### config.mk
export PLATFORM = sky130hd
export DESIGN_NAME = rsts_reset_strap
export DESIGN_NICKNAME = d
export VERILOG_FILES = /design/src/common/rsts_pkg.sv /design/src/hw/rsts_reset_strap.sv
export SDC_FILE = /design/constraint.sdc
export NUM_CORES = 1
export LEC_CHECK = 0
export BUFFER_PORTS_ARGS = -buffer_cell sky130_fd_sc_hd__buf_2
export CAP_MARGIN = 30
export CORE_MARGIN = 2
export CORE_UTILIZATION = 44
export CTS_BUF_LIST = sky130_fd_sc_hd__clkbuf_16
export DETAILED_ROUTE_END_ITERATION = 8
export MAX_ROUTING_LAYER = met4
export PLACE_DENSITY = 0.73
export SKIP_LAST_GASP = 1
export SLEW_MARGIN = 20
export SYNTH_ARGS = -nofsm -noshare
export SYNTH_HDL_FRONTEND = slang
export SYNTH_SLANG_ARGS = --single-unit
### constraint.sdc
create_clock -name ref_clk -period 1.8 [get_ports ref_clk]
set_input_delay 0.36 -clock ref_clk [delete_from_list [all_inputs] [get_ports ref_clk]]
set_output_delay 0.36 -clock ref_clk [all_outputs]
set_load 0.01 [all_outputs]
### src/common/rsts_pkg.sv
// Constants and types for reset handling and strap sampling
package rsts_pkg;
    // Strap sample delay after reset release
    localparam int STRAP_DELAY_NS     = 1500;
    localparam int CLK_PERIOD_NS      = 10;
    localparam int STRAP_DELAY_CYCLES = STRAP_DELAY_NS / CLK_PERIOD_NS;
    localparam int CNT_W              = 8;

    // Strap encodings
    localparam logic HOST_SEL_SPI     = 1'h0;
    localparam logic HOST_SEL_I2C     = 1'h1;
    localparam logic SPI_MODE_0_3     = 1'h0;
    localparam logic SPI_MODE_1_2     = 1'h1;

    // Pin levels while in reset, and the active park request level
    localparam logic PIN_LOW          = 1'h0;
    localparam logic PARK_ACTIVE      = 1'h0;

    typedef enum logic [2:0]
    {
        RSTS_WAIT  = 3'h1,
        RSTS_INIT  = 3'h2,
        RSTS_RUN   = 3'h4
    } rsts_state_t;
endpackage

### src/hw/rsts_reset_strap.sv
// Power-on reset handling and boot strap sampling
// Functional notes
// - A low power_on_reset_n holds the block in reset, high lets it run.
// - Rising power_on_reset_n starts the self-configuration sequence.
// - In reset, LED selects, mirror enable/reset and link clock/data drive low.
// - In reset, every other output and two-way pin is high impedance.
// - Low mirror_park_request_n asks to park the mirror array, high un-parks.
// - Sampled host select low chooses SPI host port, high chooses I2C.
// - The port not chosen becomes the diagnostic monitoring port.
// - Straps stay undriven in reset and are sampled 1.5 us after release.
// - Each strap has a weak pull-down so an open strap reads low.
// - SPI mode strap low gives mode 0 or 3, high gives mode 1 or 2.
// - The SPI mode applies whatever role the host SPI port has.
// - A strap pin may become a debug output only after sampling.
`timescale 1ns/10ps
module rsts_reset_strap
    import rsts_pkg::*;
#(
    parameter int SAMPLE_CYCLES = STRAP_DELAY_CYCLES
)
(
    input  wire logic ref_clk,
    input  wire logic rst_n,
    input  wire logic power_on_reset_n,
    input  wire logic mirror_park_request_n,
    input  wire logic host_if_sel_in,
    input  wire logic host_spi_mode_in,
    input  wire logic debug_host_if_sel,
    input  wire logic debug_host_spi_mode,
    input  wire logic debug_drive_en,
    input  wire logic init_done,
    input  wire logic [3:0] led_select_req,
    input  wire logic mirror_enable_req,
    input  wire logic link_clock_req,
    input  wire logic link_data_req,
    input  wire logic gen_out_req,
    output logic      led_select_line_0,
    output logic      led_select_line_1,
    output logic      led_select_line_2,
    output logic      led_select_line_3,
    output logic      mirror_array_enable_reset_n,
    output logic      power_manager_link_clock,
    output logic      power_manager_link_data_out,
    output logic      gen_out,
    output logic      gen_out_oe,
    output logic      host_if_sel_out,
    output logic      host_if_sel_oe,
    output logic      host_spi_mode_out,
    output logic      host_spi_mode_oe,
    output logic      host_if_sel_pd_en,
    output logic      host_spi_mode_pd_en,
    output logic      init_start,
    output logic      in_reset,
    output logic      straps_valid,
    output logic      cmd_port_is_i2c,
    output logic      diag_port_is_i2c,
    output logic      spi_mode_alt,
    output logic      park_request
);

////////////////////////////////////////////////////////////////////////////
// Sequencer state

    rsts_state_t      state_r;
    rsts_state_t      state_nxt;
    logic [CNT_W-1:0] cnt_r;
    logic [CNT_W-1:0] cnt_nxt;
    logic             sel_r;
    logic             sel_nxt;
    logic             mode_r;
    logic             mode_nxt;
    logic             valid_r;
    logic             valid_nxt;
    logic             start_nxt;

    always_comb
    begin
        state_nxt = state_r;
        cnt_nxt   = cnt_r;
        sel_nxt   = sel_r;
        mode_nxt  = mode_r;
        valid_nxt = valid_r;
        start_nxt = 1'h0;
        if (!power_on_reset_n)
        begin
            state_nxt = RSTS_WAIT;
            cnt_nxt   = '0;
            valid_nxt = 1'h0;
        end
        else
        begin
            case (state_r)
                RSTS_WAIT:
                begin
                    // Count from release so straps settle past reset edge
                    if (cnt_r == CNT_W'(SAMPLE_CYCLES - 1))
                    begin
                        sel_nxt   = host_if_sel_in;
                        mode_nxt  = host_spi_mode_in;
                        valid_nxt = 1'h1;
                        start_nxt = 1'h1;
                        state_nxt = RSTS_INIT;
                    end
                    else
                    begin
                        cnt_nxt = cnt_r + CNT_W'(1);
                    end
                end
                RSTS_INIT:
                begin
                    if (init_done)
                    begin
                        state_nxt = RSTS_RUN;
                    end
                end
                RSTS_RUN:
                begin
                    state_nxt = RSTS_RUN;
                end
                default:
                begin
                    state_nxt = RSTS_WAIT;
                end
            endcase
        end
    end

    always_ff @(posedge ref_clk or negedge rst_n)
    begin
        if (!rst_n)
        begin
            state_r <= RSTS_WAIT;
            cnt_r   <= '0;
            sel_r   <= HOST_SEL_SPI;
            mode_r  <= SPI_MODE_0_3;
            valid_r <= 1'h0;
        end
        else
        begin
            state_r <= state_nxt;
            cnt_r   <= cnt_nxt;
            sel_r   <= sel_nxt;
            mode_r  <= mode_nxt;
            valid_r <= valid_nxt;
        end
    end

////////////////////////////////////////////////////////////////////////////
// Registered pin outputs

    logic       held;
    logic       dbg_ok;
    logic [3:0] led_nxt;
    logic       mirror_nxt;
    logic       lclk_nxt;
    logic       ldat_nxt;
    logic       gen_nxt;
    logic       gen_oe_nxt;
    logic       sel_out_nxt;
    logic       mode_out_nxt;
    logic       pd_nxt;
    logic       diag_nxt;
    logic       park_nxt;

    always_comb
    begin
        held         = !power_on_reset_n;
        // Debug drive only after latch, never before sampling
        dbg_ok       = valid_r && power_on_reset_n && debug_drive_en;
        // Forced low in reset; board pull-downs cover power-up before this
        led_nxt      = held ? {4{PIN_LOW}} : led_select_req;
        mirror_nxt   = held ? PIN_LOW : mirror_enable_req;
        lclk_nxt     = held ? PIN_LOW : link_clock_req;
        ldat_nxt     = held ? PIN_LOW : link_data_req;
        gen_nxt      = held ? PIN_LOW : gen_out_req;
        gen_oe_nxt   = !held;
        sel_out_nxt  = dbg_ok ? debug_host_if_sel : PIN_LOW;
        mode_out_nxt = dbg_ok ? debug_host_spi_mode : PIN_LOW;
        // Pull-down kept whenever not driving, so open straps read low
        pd_nxt       = !dbg_ok;
        diag_nxt     = !sel_nxt;
        park_nxt     = mirror_park_request_n == PARK_ACTIVE;
    end

    always_ff @(posedge ref_clk or negedge rst_n)
    begin
        if (!rst_n)
        begin
            led_select_line_0           <= PIN_LOW;
            led_select_line_1           <= PIN_LOW;
            led_select_line_2           <= PIN_LOW;
            led_select_line_3           <= PIN_LOW;
            mirror_array_enable_reset_n <= PIN_LOW;
            power_manager_link_clock    <= PIN_LOW;
            power_manager_link_data_out <= PIN_LOW;
            gen_out                     <= PIN_LOW;
            gen_out_oe                  <= 1'h0;
            host_if_sel_out             <= PIN_LOW;
            host_if_sel_oe              <= 1'h0;
            host_spi_mode_out           <= PIN_LOW;
            host_spi_mode_oe            <= 1'h0;
            host_if_sel_pd_en           <= 1'h1;
            host_spi_mode_pd_en         <= 1'h1;
            init_start                  <= 1'h0;
            in_reset                    <= 1'h1;
            straps_valid                <= 1'h0;
            cmd_port_is_i2c             <= HOST_SEL_SPI;
            diag_port_is_i2c            <= HOST_SEL_I2C;
            spi_mode_alt                <= SPI_MODE_0_3;
            park_request                <= 1'h0;
        end
        else
        begin
            led_select_line_0           <= led_nxt[0];
            led_select_line_1           <= led_nxt[1];
            led_select_line_2           <= led_nxt[2];
            led_select_line_3           <= led_nxt[3];
            mirror_array_enable_reset_n <= mirror_nxt;
            power_manager_link_clock    <= lclk_nxt;
            power_manager_link_data_out <= ldat_nxt;
            gen_out                     <= gen_nxt;
            gen_out_oe                  <= gen_oe_nxt;
            host_if_sel_out             <= sel_out_nxt;
            host_if_sel_oe              <= dbg_ok;
            host_spi_mode_out           <= mode_out_nxt;
            host_spi_mode_oe            <= dbg_ok;
            host_if_sel_pd_en           <= pd_nxt;
            host_spi_mode_pd_en         <= pd_nxt;
            init_start                  <= start_nxt;
            in_reset                    <= held;
            straps_valid                <= valid_nxt;
            cmd_port_is_i2c             <= sel_nxt;
            diag_port_is_i2c            <= diag_nxt;
            spi_mode_alt                <= mode_nxt;
            park_request                <= park_nxt;
        end
    end

endmodule

==> impl_metrics.csv, run 1 <==
group,metric,value,unit
drt,ant_nets,0,
grt,grt_max_degree,32,
sta,slew_violations,0,
logic_synthesis,ys_seq_elements,31,
sta,finalSetupViolations,0,
power,switching_power,339,uW
drt,drt_iter0_drc,10,
floorplan,coreArea,2730,um2
logic_synthesis,ys_types,35,
clock_tree,numClockSinks,31,
placement,place_area,1540,um2
logic_synthesis,syn-mean-instance-area,12.4,um2
run,maxCapViolations,0,
drt,viasPerCell,4.95,
run_status,status,"finished clean",
clock_tree,cts_buffers,5,
clock_tree,htreeDepth,2,
drt,route.detailed.drc,0,
clock_tree,cts_resized,0,
power,clkPwrFrac,0.480,
final_layout,nNetsFinal,174,
logic_synthesis,synth_nets,122,
final_layout,drive_above_1_share,0.426,
power,p_comb_frac,0.064,
sta,max-slew-margin-rel,0.565,
power,power.density,952,nW/um2
clock_tree,clk_pin_slew_worst_paths,0.05,ns
floorplan,rows,19,
clock_tree,ctsLongestPathBuffers,2,
min_path,hp-class,"in -> async",
final_layout,final_core_util,0.617,
clock_tree,clkLatencyLatePin,0.27,ns
final_layout,mostFrequentLayoutCells,"buf_2 (39), dfrtp_1 (27), and2_1 (11)",
placement,port-buffer-count,39,
placement,gp_congestion,0.839,
logic_synthesis,synth_edf_count,0,
grt,grt_pass1_vias,928,
logic_synthesis,synth_ff_type,"dfrtp_1",
sta,rsz0062_at_grt,"yes",
sta,fmax,563,MHz
floorplan,start_util,0.463,
clock_tree,cts_tree,"built",
drt,dr_total_vias,921,
critical_path,critPathArrivalTime,1.93,ns
power,power_leakage,0.000890,uW
logic_synthesis,synth_seq_area_share,0.617,
final_layout,fillers,215,
logic_synthesis,netlist_instances,102,
sta,hold_viol,0,
power,p_seq_frac,0.455,
sta,fin_worst_skew,0.00269,ns
logic_synthesis,yosysWarnings,0,
critical_path,cp_data_required_time,1.96,ns
final_layout,antennaDiodeCount,0,
critical_path,cp-start-kind,"flop",
sta,post-route-period-util,0.987,
floorplan,die_h,57.6,um
power,p_int,1270,uW
logic_synthesis,syn_area,1260,um2
placement,hpwlAfterDp,1640,um
grt,grtUsageTotal,0.170,
sta,tightest_slew,0.653,ns
clock_tree,postCtsSetupBuffers,0,
drt,wirelength,2380,um
sta,min_period,1.78,ns
grt,grt_pass1_wl,4000,um
critical_path,worstSetupPathType,"reg -> reg",
floorplan,chipWidth,57.6,um
critical_path,end_kind,"flop",
floorplan,die_area,3320,um2
final_layout,syn2layout_area_growth,33.4,%
final_layout,final_area,1690,um2
power,vdd_drop_max,0.809,mV
grt,antenna_found_initial,0,
final_layout,final_common_cell,"buf_2",
clock_tree,hold_buffers,0,
clock_tree,root_buffer,"clkbuf_16",
floorplan,ios,40,
logic_synthesis,synthArstFlopShare,1.00,
grt,globalRouteOverflowTotal,0,
critical_path,crit_fanout,3,
drt,dr.pass1.iters,4,
drt,routedWlPerCell,12.8,um
power,netSwitchingFraction,0.211,
final timing paths:
check | startpoint | to | slack [ns] | cells past startpoint
worst max-delay path | cnt_r[1]$_DFFE_PN0P_ | spi_mode_alt$_DFFE_PN0P_ | 0.02 | 6
worst min-delay path | rst_n | park_request$_DFF_PN0_ | 0.12 | 1
worst max register to register | cnt_r[1]$_DFFE_PN0P_ | spi_mode_alt$_DFFE_PN0P_ | 0.02 | 6
worst min register to register | flop | diag_port_is_i2c$_DFF_PN1_ | 0.46 | 1
max in group asynchronous | rst_n | cnt_r[0]$_DFFE_PN0P_ | 1.26 | 1
min in group ref_clk | mirror_park_request_n | park_request$_DFF_PN0_ | 0.22 | 2
power by group through the flow:
| stage | sequential (uW) | combinational, uW | clock, uW |
|---|---|---|---|
| after global routing | 733 | 118 | 815 |
| after detailed placement | 742 | 102 | 0 |
| final | 732 | 104 | 772 |
| after global placement | 741 | 99.8 | 0 |
| after CTS | 731 | 103 | 788 |
| after floorplan | 753 | 26.4 | 0 |
layout make-up:
| type | count | area (um2) | share of cell area |
|---|---|---|---|
| Clock inverter | 3 | 12.5 | 0.00741 |
| Inverter | 6 | 22.5 | 0.0133 |
| Sequential cell | 31 | 781 | 0.463 |
| Tap cell | 31 | 38.8 | 0.0230 |
| Timing Repair Buffer | 49 | 270 | 0.160 |
| Clock buffer | 5 | 125 | 0.0741 |
| Multi-Input combinational cell | 61 | 438 | 0.259 |
synth_stat cells (2+ instances only):
| cell type | count | area [um2] |
|---|---|---|
| mux2i_1 | 2 | 20.0 |
| mux2_4 | 2 | 30.0 |
| nand3_1 | 2 | 10.0 |
| dfstp_2 | 4 | 105 |
| nor3b_1 | 2 | 15.0 |
| dfrtp_1 | 27 | 676 |
| inv_1 | 5 | 18.8 |
| buf_4 | 2 | 15.0 |
| o21a_1 | 2 | 15.0 |
| nand2_1 | 3 | 11.3 |
| ha_1 | 2 | 25.0 |
| nand4_1 | 4 | 25.0 |
| o21ai_0 | 2 | 10.0 |
| nor2_1 | 8 | 30.0 |
| nor3_1 | 2 | 10.0 |
| xnor2_1 | 4 | 35.0 |
| and2_1 | 11 | 68.8 |
flip-flops by register name (all words and copies together), names as in the netlist, named ones only:
| signal | count |
|---|---|
| state_r | 3 |
| led_select_line_2 | 1 |
| straps_valid | 1 |
| led_select_line_3 | 1 |
| in_reset | 1 |
| park_request | 1 |
| led_select_line_1 | 1 |
| host_spi_mode_out | 1 |
| host_if_sel_out | 1 |
| power_manager_link_clock | 1 |
| led_select_line_0 | 1 |
| gen_out | 1 |
| diag_port_is_i2c | 1 |
| spi_mode_alt | 1 |
| init_start | 1 |
| mirror_array_enable_reset_n | 1 |
| power_manager_link_data_out | 1 |
| cnt_r | 8 |
| gen_out_oe | 1 |
| host_spi_mode_pd_en | 1 |
| host_spi_mode_oe | 1 |
metrics by stage:
stage               power (uW)  cells  hold WS, ns  setup TNS (ns)  setup WS, ns
global placement           841    176        0.418               0        0.0880
CTS                       1620    184        0.145               0        0.0614
finish                    1610    186        0.117               0        0.0241
global route              1670    186        0.184          -0.107       -0.0482
detailed placement         844    176        0.433               0        0.0651
floorplan                  779    102       0.0644               0       0.00213
cells by family (layout without fill, tap and decap cells):
group | Yosys count | in the layout | synth area share
buf+inv | 10 | 63 | 0.0366
fa+ha+maj | 2 | 2 | 0.0198
mux | 5 | 5 | 0.0485
compound gates | 8 | 8 | 0.0445
xor+xnor | 5 | 5 | 0.0346
simple gates | 41 | 41 | 0.199
flops | 31 | 31 | 0.617
critical path: stages (launching register included):
cell and delay [ns]:
dfrtp_1 0.38, inv_1 0.06, ha_1 0.12, and4bb_2 0.25, nand4_2 0.11, or3_4 0.43, mux2_4 0.31
per-layer routing:
layer	vias up	global-route usage	part of all wire
li1	447	-	-
met5	-	-	0
met4	0	0.106	0.029
met2	38	0.253	0.45
met3	7	0.0670	0.081
met1	429	0.192	0.44
(Power assumes the default switching activity.)
==> inputs of run 2 (changes only) <==
Settings changed: ABC_AREA set to 1, CORE_UTILIZATION 44 to 45, PLACE_DENSITY 0.73 to 0.74, RECOVER_POWER set to 25.
==> run 2 against run 1 <==
Effect of this change: wire length rose by 14%; register-to-register slack improved by 0.31 ns; sequential power rose by 1%; largest power group unchanged; via count rose by 17%; synthesized area rose by 8.4%; utilization fell by 4.3 points; die area rose by 5.6%; combinational power rose by 9%; global-route usage rose by 2.0 points; power barely moved; worst setup slack improved by 0.31 ns; flip-flop and latch count did not move; critical path type unchanged.
==> impl_metrics.csv, run 2 <==
group,metric,value,unit
run_status,status,"finished clean",
power,switching_power,346,uW
drt,route.detailed.drc,0,
sta,tightest_slew,0.663,ns
power,clkPwrFrac,0.469,
sta,rsz0062_at_grt,"no",
final_layout,mostFrequentLayoutCells,"nand2_1 (39), buf_2 (38), dfrtp_1 (27)",
power,p_comb_frac,0.070,
clock_tree,cts_buffers,5,
final_layout,antennaDiodeCount,0,
logic_synthesis,synth_edf_count,0,
logic_synthesis,ys_types,23,
clock_tree,cts_resized,0,
clock_tree,ctsLongestPathBuffers,2,
grt,gr-usage-met2,0.303,
drt,routedWlPerCell,12.2,um
floorplan,die_area,3500,um2
drt,dr.pass1.iters,4,
logic_synthesis,synth_ff_type,"dfrtp_1",
sta,post-route-period-util,0.814,
final_layout,fin_cells,221,
power,netSwitchingFraction,0.215,
floorplan,rows,20,
drt,wirelength,2710,um
logic_synthesis,synthTopCellsByArea,"dfrtp_1 (49%), nand2_1 (11%), dfstp_2 (7.7%), inv_1 (5.7%), o21ai_2 (4.5%)",
floorplan,chipWidth,59.2,um
floorplan,start_util,0.461,
critical_path,crit_path_start,"cnt_r[0]$_DFFE_PN0P_",
grt,grt_max_degree,32,
logic_synthesis,synthArstFlopShare,1.00,
drt,viasPerCell,4.89,
final_layout,syn2layout_area_growth,24.6,%
floorplan,ios,40,
min_path,hp-class,"in -> async",
clock_tree,numClockSinks,31,
sta,hold_viol,0,
sta,timing.final.ws_setup,0.335,ns
floorplan,die_h,59.2,um
critical_path,crit_fanout,11,
placement,dp_cells,213,
sta,min_period,1.47,ns
clock_tree,clkLatencyLatePin,0.27,ns
logic_synthesis,synth_seq_area_share,0.569,
logic_synthesis,syn-mean-instance-area,9.46,um2
logic_synthesis,yosysMostFrequentCell,"nand2_1",
logic_synthesis,yosys.area.top_type,"dfrtp_1",
power,p_int,1260,uW
clock_tree,root_buffer,"clkbuf_16",
final_layout,top_register,"cnt_r",
critical_path,worstSetupPathType,"reg -> reg",
clock_tree,clk_pin_slew_worst_paths,0.05,ns
sta,fin_setup_tns,0,ns
final_layout,largest_register_ffs,8,
critical_path,rr_startpoint,"cnt_r[0]$_DFFE_PN0P_",
power,power_leakage,0.000946,uW
critical_path,r2r_setup_slack,0.33,ns
placement,hpwlAfterDp,1930,um
placement,place_ws,0.349,ns
sta,slew_violations,0,
sta,max-slew-margin-rel,0.558,
critical_path,cp-start-kind,"flop",
sta,fin_worst_skew,0.00366,ns
logic_synthesis,netlist_instances,145,
clock_tree,postCtsSetupBuffers,0,
drt,ant_nets,0,
placement,gp_congestion,0.865,
grt,antenna_found_initial,0,
grt,grt_use_met1,0.217,
final_layout,nNetsFinal,207,
logic_synthesis,ys_top_cells_by_count,"nand2_1 (39), dfrtp_1 (27), inv_1 (21), nand3_1 (10), nor2_1 (10)",
sta,fmax,682,MHz
clock_tree,hold_buffers,0,
logic_synthesis,yosysWarnings,0,
grt,grtUsageMet3,0.0742,
final_layout,drive_above_1_share,0.351,
clock_tree,htreeDepth,2,
final_layout,final_core_util,0.574,
grt,grt_pass1_wl,4690,um
floorplan,coreArea,2980,um2
grt,grt_pass1_vias,1078,
power,vdd_drop_max,0.713,mV
grt,grt.busiest_layer,"met2",
drt,dr_total_vias,1081,
sta,finalSetupViolations,0,
critical_path,critPathArrivalTime,1.61,ns
run,maxCapViolations,0,
final_layout,reg_top3,"cnt_r (8), state_r (3)",
critical_path,cp_data_required_time,1.94,ns
grt,grtUsageTotal,0.190,
drt,drt_iter0_drc,27,
logic_synthesis,syn_area,1370,um2
logic_synthesis,synth.top_cell.area_share,0.493,
placement,port-buffer-count,39,
final_layout,final_common_cell,"nand2_1",
clock_tree,cts_tree,"built",
logic_synthesis,synth_nets,165,
critical_path,end_kind,"flop",
power,power.density,940,nW/um2
grt,globalRouteOverflowTotal,0,
logic_synthesis,ys_seq_elements,31,
power,p_seq_frac,0.461,
run 2: critical path, cell delays in order, from the launching register on:
cell and delay (ns):
dfrtp_1 0.47, ha_1 0.19, nand2_1 0.08, nor2_4 0.16, nand3_2 0.09, nand2_2 0.24, o21ai_1 0.12
run 2: logic make-up (layout without fill, tap and decap cells):
family / after synthesis / in the layout / share of synthesized area
AND/OR/NAND/NOR: 70 / 70 / 0.243
flip-flops: 31 / 31 / 0.569
buffers and inverters: 27 / 70 / 0.0876
AO/OA/AOI/OAI: 12 / 12 / 0.0629
XOR/XNOR: 3 / 3 / 0.0192
adder cells (fa/ha/maj): 2 / 2 / 0.0182
run 2: power groups by stage:
stage | clock network (uW) | logic, uW | registers (uW)
final | 754 | 113 | 740
after global routing | 806 | 130 | 742
after CTS | 767 | 117 | 740
after detailed placement | 0 | 116 | 751
after global placement | 0 | 112 | 749
after floorplan | 0 | 56.8 | 755
run 2: worst paths after layout:
kind | endpoint | depth (start not counted)
worst max-delay path | cnt_r[6]$_DFFE_PN0P_ | 6
worst min-delay path | state_r[2]$_DFFE_PN0P_ | 1
worst max register to register | cnt_r[6]$_DFFE_PN0P_ | 6
worst min register to register | spi_mode_alt$_DFFE_PN0P_ | 2
max in group asynchronous | led_select_line_0$_DFF_PN0_ | 1
min in group ref_clk | park_request$_DFF_PN0_ | 2
run 2: layer usage:
layer,vias to the layer above,wire length (um),part of all wire
li1,523,-,-
met1,511,1100,0.41
met2,40,1390,0.51
met3,7,165,0.061
met4,0,52,0.019
met5,-,0,0
run 2: area by class of cell:
class	instances	area, um2
fillers	260	1270
clock inverters	3	11.3
flip-flops and latches	31	781
repair buffers	40	198
multi-input cells	87	470
clock buffers	5	125
well taps	33	41.3
inverters	22	82.6
run 2: through the flow:
step	power, uW	area (um2)	hold slack (ns)
2_1_floorplan	812	1370	0.0644
3_3_place_gp	861	1580	0.420
3_5_place_dp	867	1580	0.430
4_1_cts	1620	1710	0.144
5_1_grt	1680	1710	0.168
6_report	1610	1710	0.120
==> inputs of run 3 (changes only) <==
Settings changed: ABC_AREA 1 to 0, CORE_UTILIZATION 45 to 44, PLACE_DENSITY 0.74 to 0.73.
Clock period 1.8 ns to 1.3 ns, I/O delays scaled along.
==> run 3 against run 2 <==
Effect of this change: the flow now finishes with violations (setup timing); non-clock buffer count is 24 higher; combinational power is 54% higher; via count is 4.9% lower; largest cell class unchanged; largest power group unchanged.
==> impl_metrics.csv, run 3 (synthesized netlist as in run 1, its figures left out) <==
group,metric,value,unit
sta,fmax,544,MHz
drt,routedWlPerCell,16.0,um
run_status,failed_checks,"setup timing",
drt,ant_nets,0,
clock_tree,clk_pin_slew_worst_paths,0.05,ns
critical_path,crit_chain,"or3b_4, buf_4, buf_8, a41oi_4, nor2_1, a211oi_1",
sta,rsz0062_at_grt,"yes",
final_layout,ff_latch_area,781,um2
clock_tree,ctsLongestPathBuffers,2,
sta,fin_worst_skew,0.00565,ns
final_layout,antennaDiodeCount,0,
power,switching_power,467,uW
final_layout,nNetsFinal,189,
drt,viasPerCell,5.11,
sta,max-slew-margin-rel,0.503,
placement,place_area,1620,um2
grt,grt_pass1_wl,4490,um
power,p_comb_frac,0.078,
final_layout,fin_cells,201,
critical_path,critPathSlowestCell,"dfstp_2",
floorplan,rows,19,
clock_tree,htreeDepth,2,
clock_tree,cts_tree,"built",
critical_path,r2r_setup_slack,-0.54,ns
sta,post-route-period-util,1.41,
run,maxCapViolations,0,
final_layout,reg_top3,"cnt_r (8), state_r (3)",
grt,antenna_found_initial,0,
final_layout,drive_above_1_share,0.547,
floorplan,coreArea,2730,um2
placement,port-buffer-count,39,
power,power_leakage,0.000979,uW
drt,route.detailed.drc,0,
sta,slew_violations,0,
critical_path,crit_path_start,"state_r[0]$_DFFE_PN1P_",
floorplan,ios,40,
placement,hpwlAfterDp,1800,um
floorplan,chipWidth,57.6,um
floorplan,start_util,0.463,
sta,min_period,1.84,ns
sta,tightest_slew,0.745,ns
critical_path,cp-start-kind,"flop",
power,netSwitchingFraction,0.210,
drt,wirelength,3220,um
power,vdd_drop_max,1.23,mV
critical_path,reg2regPathDepth,6,
critical_path,rr_startpoint,"state_r[0]$_DFFE_PN1P_",
min_path,hp-class,"in -> async",
floorplan,die_h,57.6,um
clock_tree,numClockSinks,31,
sta,hold_viol,0,
power,power.total,2230,uW
placement,dp_cells,185,
drt,dr.pass1.iters,4,
final_layout,multiInputGateArea,549,um2
drt,drt_iter0_drc,43,
critical_path,worstSetupPathType,"reg -> reg",
grt,grt_pass1_vias,990,
final_layout,fillers,170,
clock_tree,root_buffer,"clkbuf_16",
final_layout,syn2layout_area_growth,52.0,%
power,p_seq_frac,0.455,
final_layout,final_area,1920,um2
clock_tree,clkLatencyLatePin,0.27,ns
final_layout,top_register,"cnt_r",
drt,dr_total_vias,1028,
critical_path,crit_fanout,5,
sta,fin_setup_tns,-4.38,ns
grt,grtUsageTotal,0.185,
run_status,status,"finished, violations left",
sta,timing.final.ws_setup,-0.538,ns
placement,gp_congestion,0.842,
grt,globalRouteOverflowTotal,0,
critical_path,critPathArrivalTime,1.99,ns
final_layout,largest_register_ffs,8,
critical_path,cp_data_required_time,1.45,ns
critical_path,critPathMaxStageDelay,0.53,ns
floorplan,die_area,3320,um2
clock_tree,hold_buffers,0,
power,clkPwrFrac,0.467,
final_layout,final_common_cell,"buf_2",
sta,finalSetupViolations,15,
final_layout,mostFrequentLayoutCells,"buf_2 (39), dfrtp_1 (27), buf_4 (21)",
power,power.density,1160,nW/um2
critical_path,crit_path_end,"cnt_r[1]$_DFFE_PN0P_",
sta,holdWs,0.125,ns
clock_tree,cts_buffers,5,
grt,grt_max_degree,32,
critical_path,r2r-end,"cnt_r[1]$_DFFE_PN0P_",
critical_path,end_kind,"flop",
power,p_int,1760,uW
## run 3: timing repair
item | CTS | global route
endpoints found under the setup margin | 15 | 15
setup buffers | 1 | 8
gates resized for setup | 12 | 13
pin swaps | 9 | 11
## run 3: worst min-delay path by stage
stage	start	to	slack, ns
finish	rst_n	park_request$_DFF_PN0_	0.13
global route	mirror_park_request_n	park_request$_DFF_PN0_	0.13
CTS	rst_n	park_request$_DFF_PN0_	0.01
detailed placement	rst_n	power_manager_link_data_out$_DFF_PN0_	0.30
global placement	rst_n	park_request$_DFF_PN0_	0.29
floorplan	rst_n	async pin	-0.04
## run 3: critical path: cells and delay by family, from the launching register on
family	cells	cell delay (ns)
AO/OA/AOI/OAI	2	0.44
buffers and inverters	2	0.28
flip-flops	1	0.53
AND/OR/NAND/NOR	2	0.46
## run 3: layer usage
layer  part of all wire  global-route usage  up-vias
met5                  0                   -        -
met4              0.035              0.0764        0
met3              0.053              0.0603       13
met2               0.50               0.269       37
met1               0.41               0.240      496
li1                   -                   -      482
## run 3: per-stage QoR
| step | utilization | setup WS (ns) |
|---|---|---|
| 3_5_place_dp | 0.591 | -0.426 |
| 2_1_floorplan | - | -0.486 |
| 3_3_place_gp | 0.591 | -0.386 |
| 6_report | 0.703 | -0.538 |
| 5_1_grt | 0.703 | -0.560 |
| 4_1_cts | 0.660 | -0.441 |
## run 3: final cells by class
cell class | instances | share of cell area
Clock buffer | 5 | 0.0651
Clock inverter | 3 | 0.00586
Inverter | 6 | 0.0117
Multi-Input combinational cell | 61 | 0.286
Sequential cell | 31 | 0.406
Tap cell | 31 | 0.0202
Timing Repair Buffer | 64 | 0.206
## run 3: power groups by stage
stage / clock [uW] / sequential, uW / combinational (uW)
after detailed placement: 0 / 1030 / 150
after global routing: 1110 / 1020 / 192
after CTS: 1050 / 1010 / 152
final: 1040 / 1010 / 174
after global placement: 0 / 1020 / 146
after floorplan: 0 / 1040 / 36.5
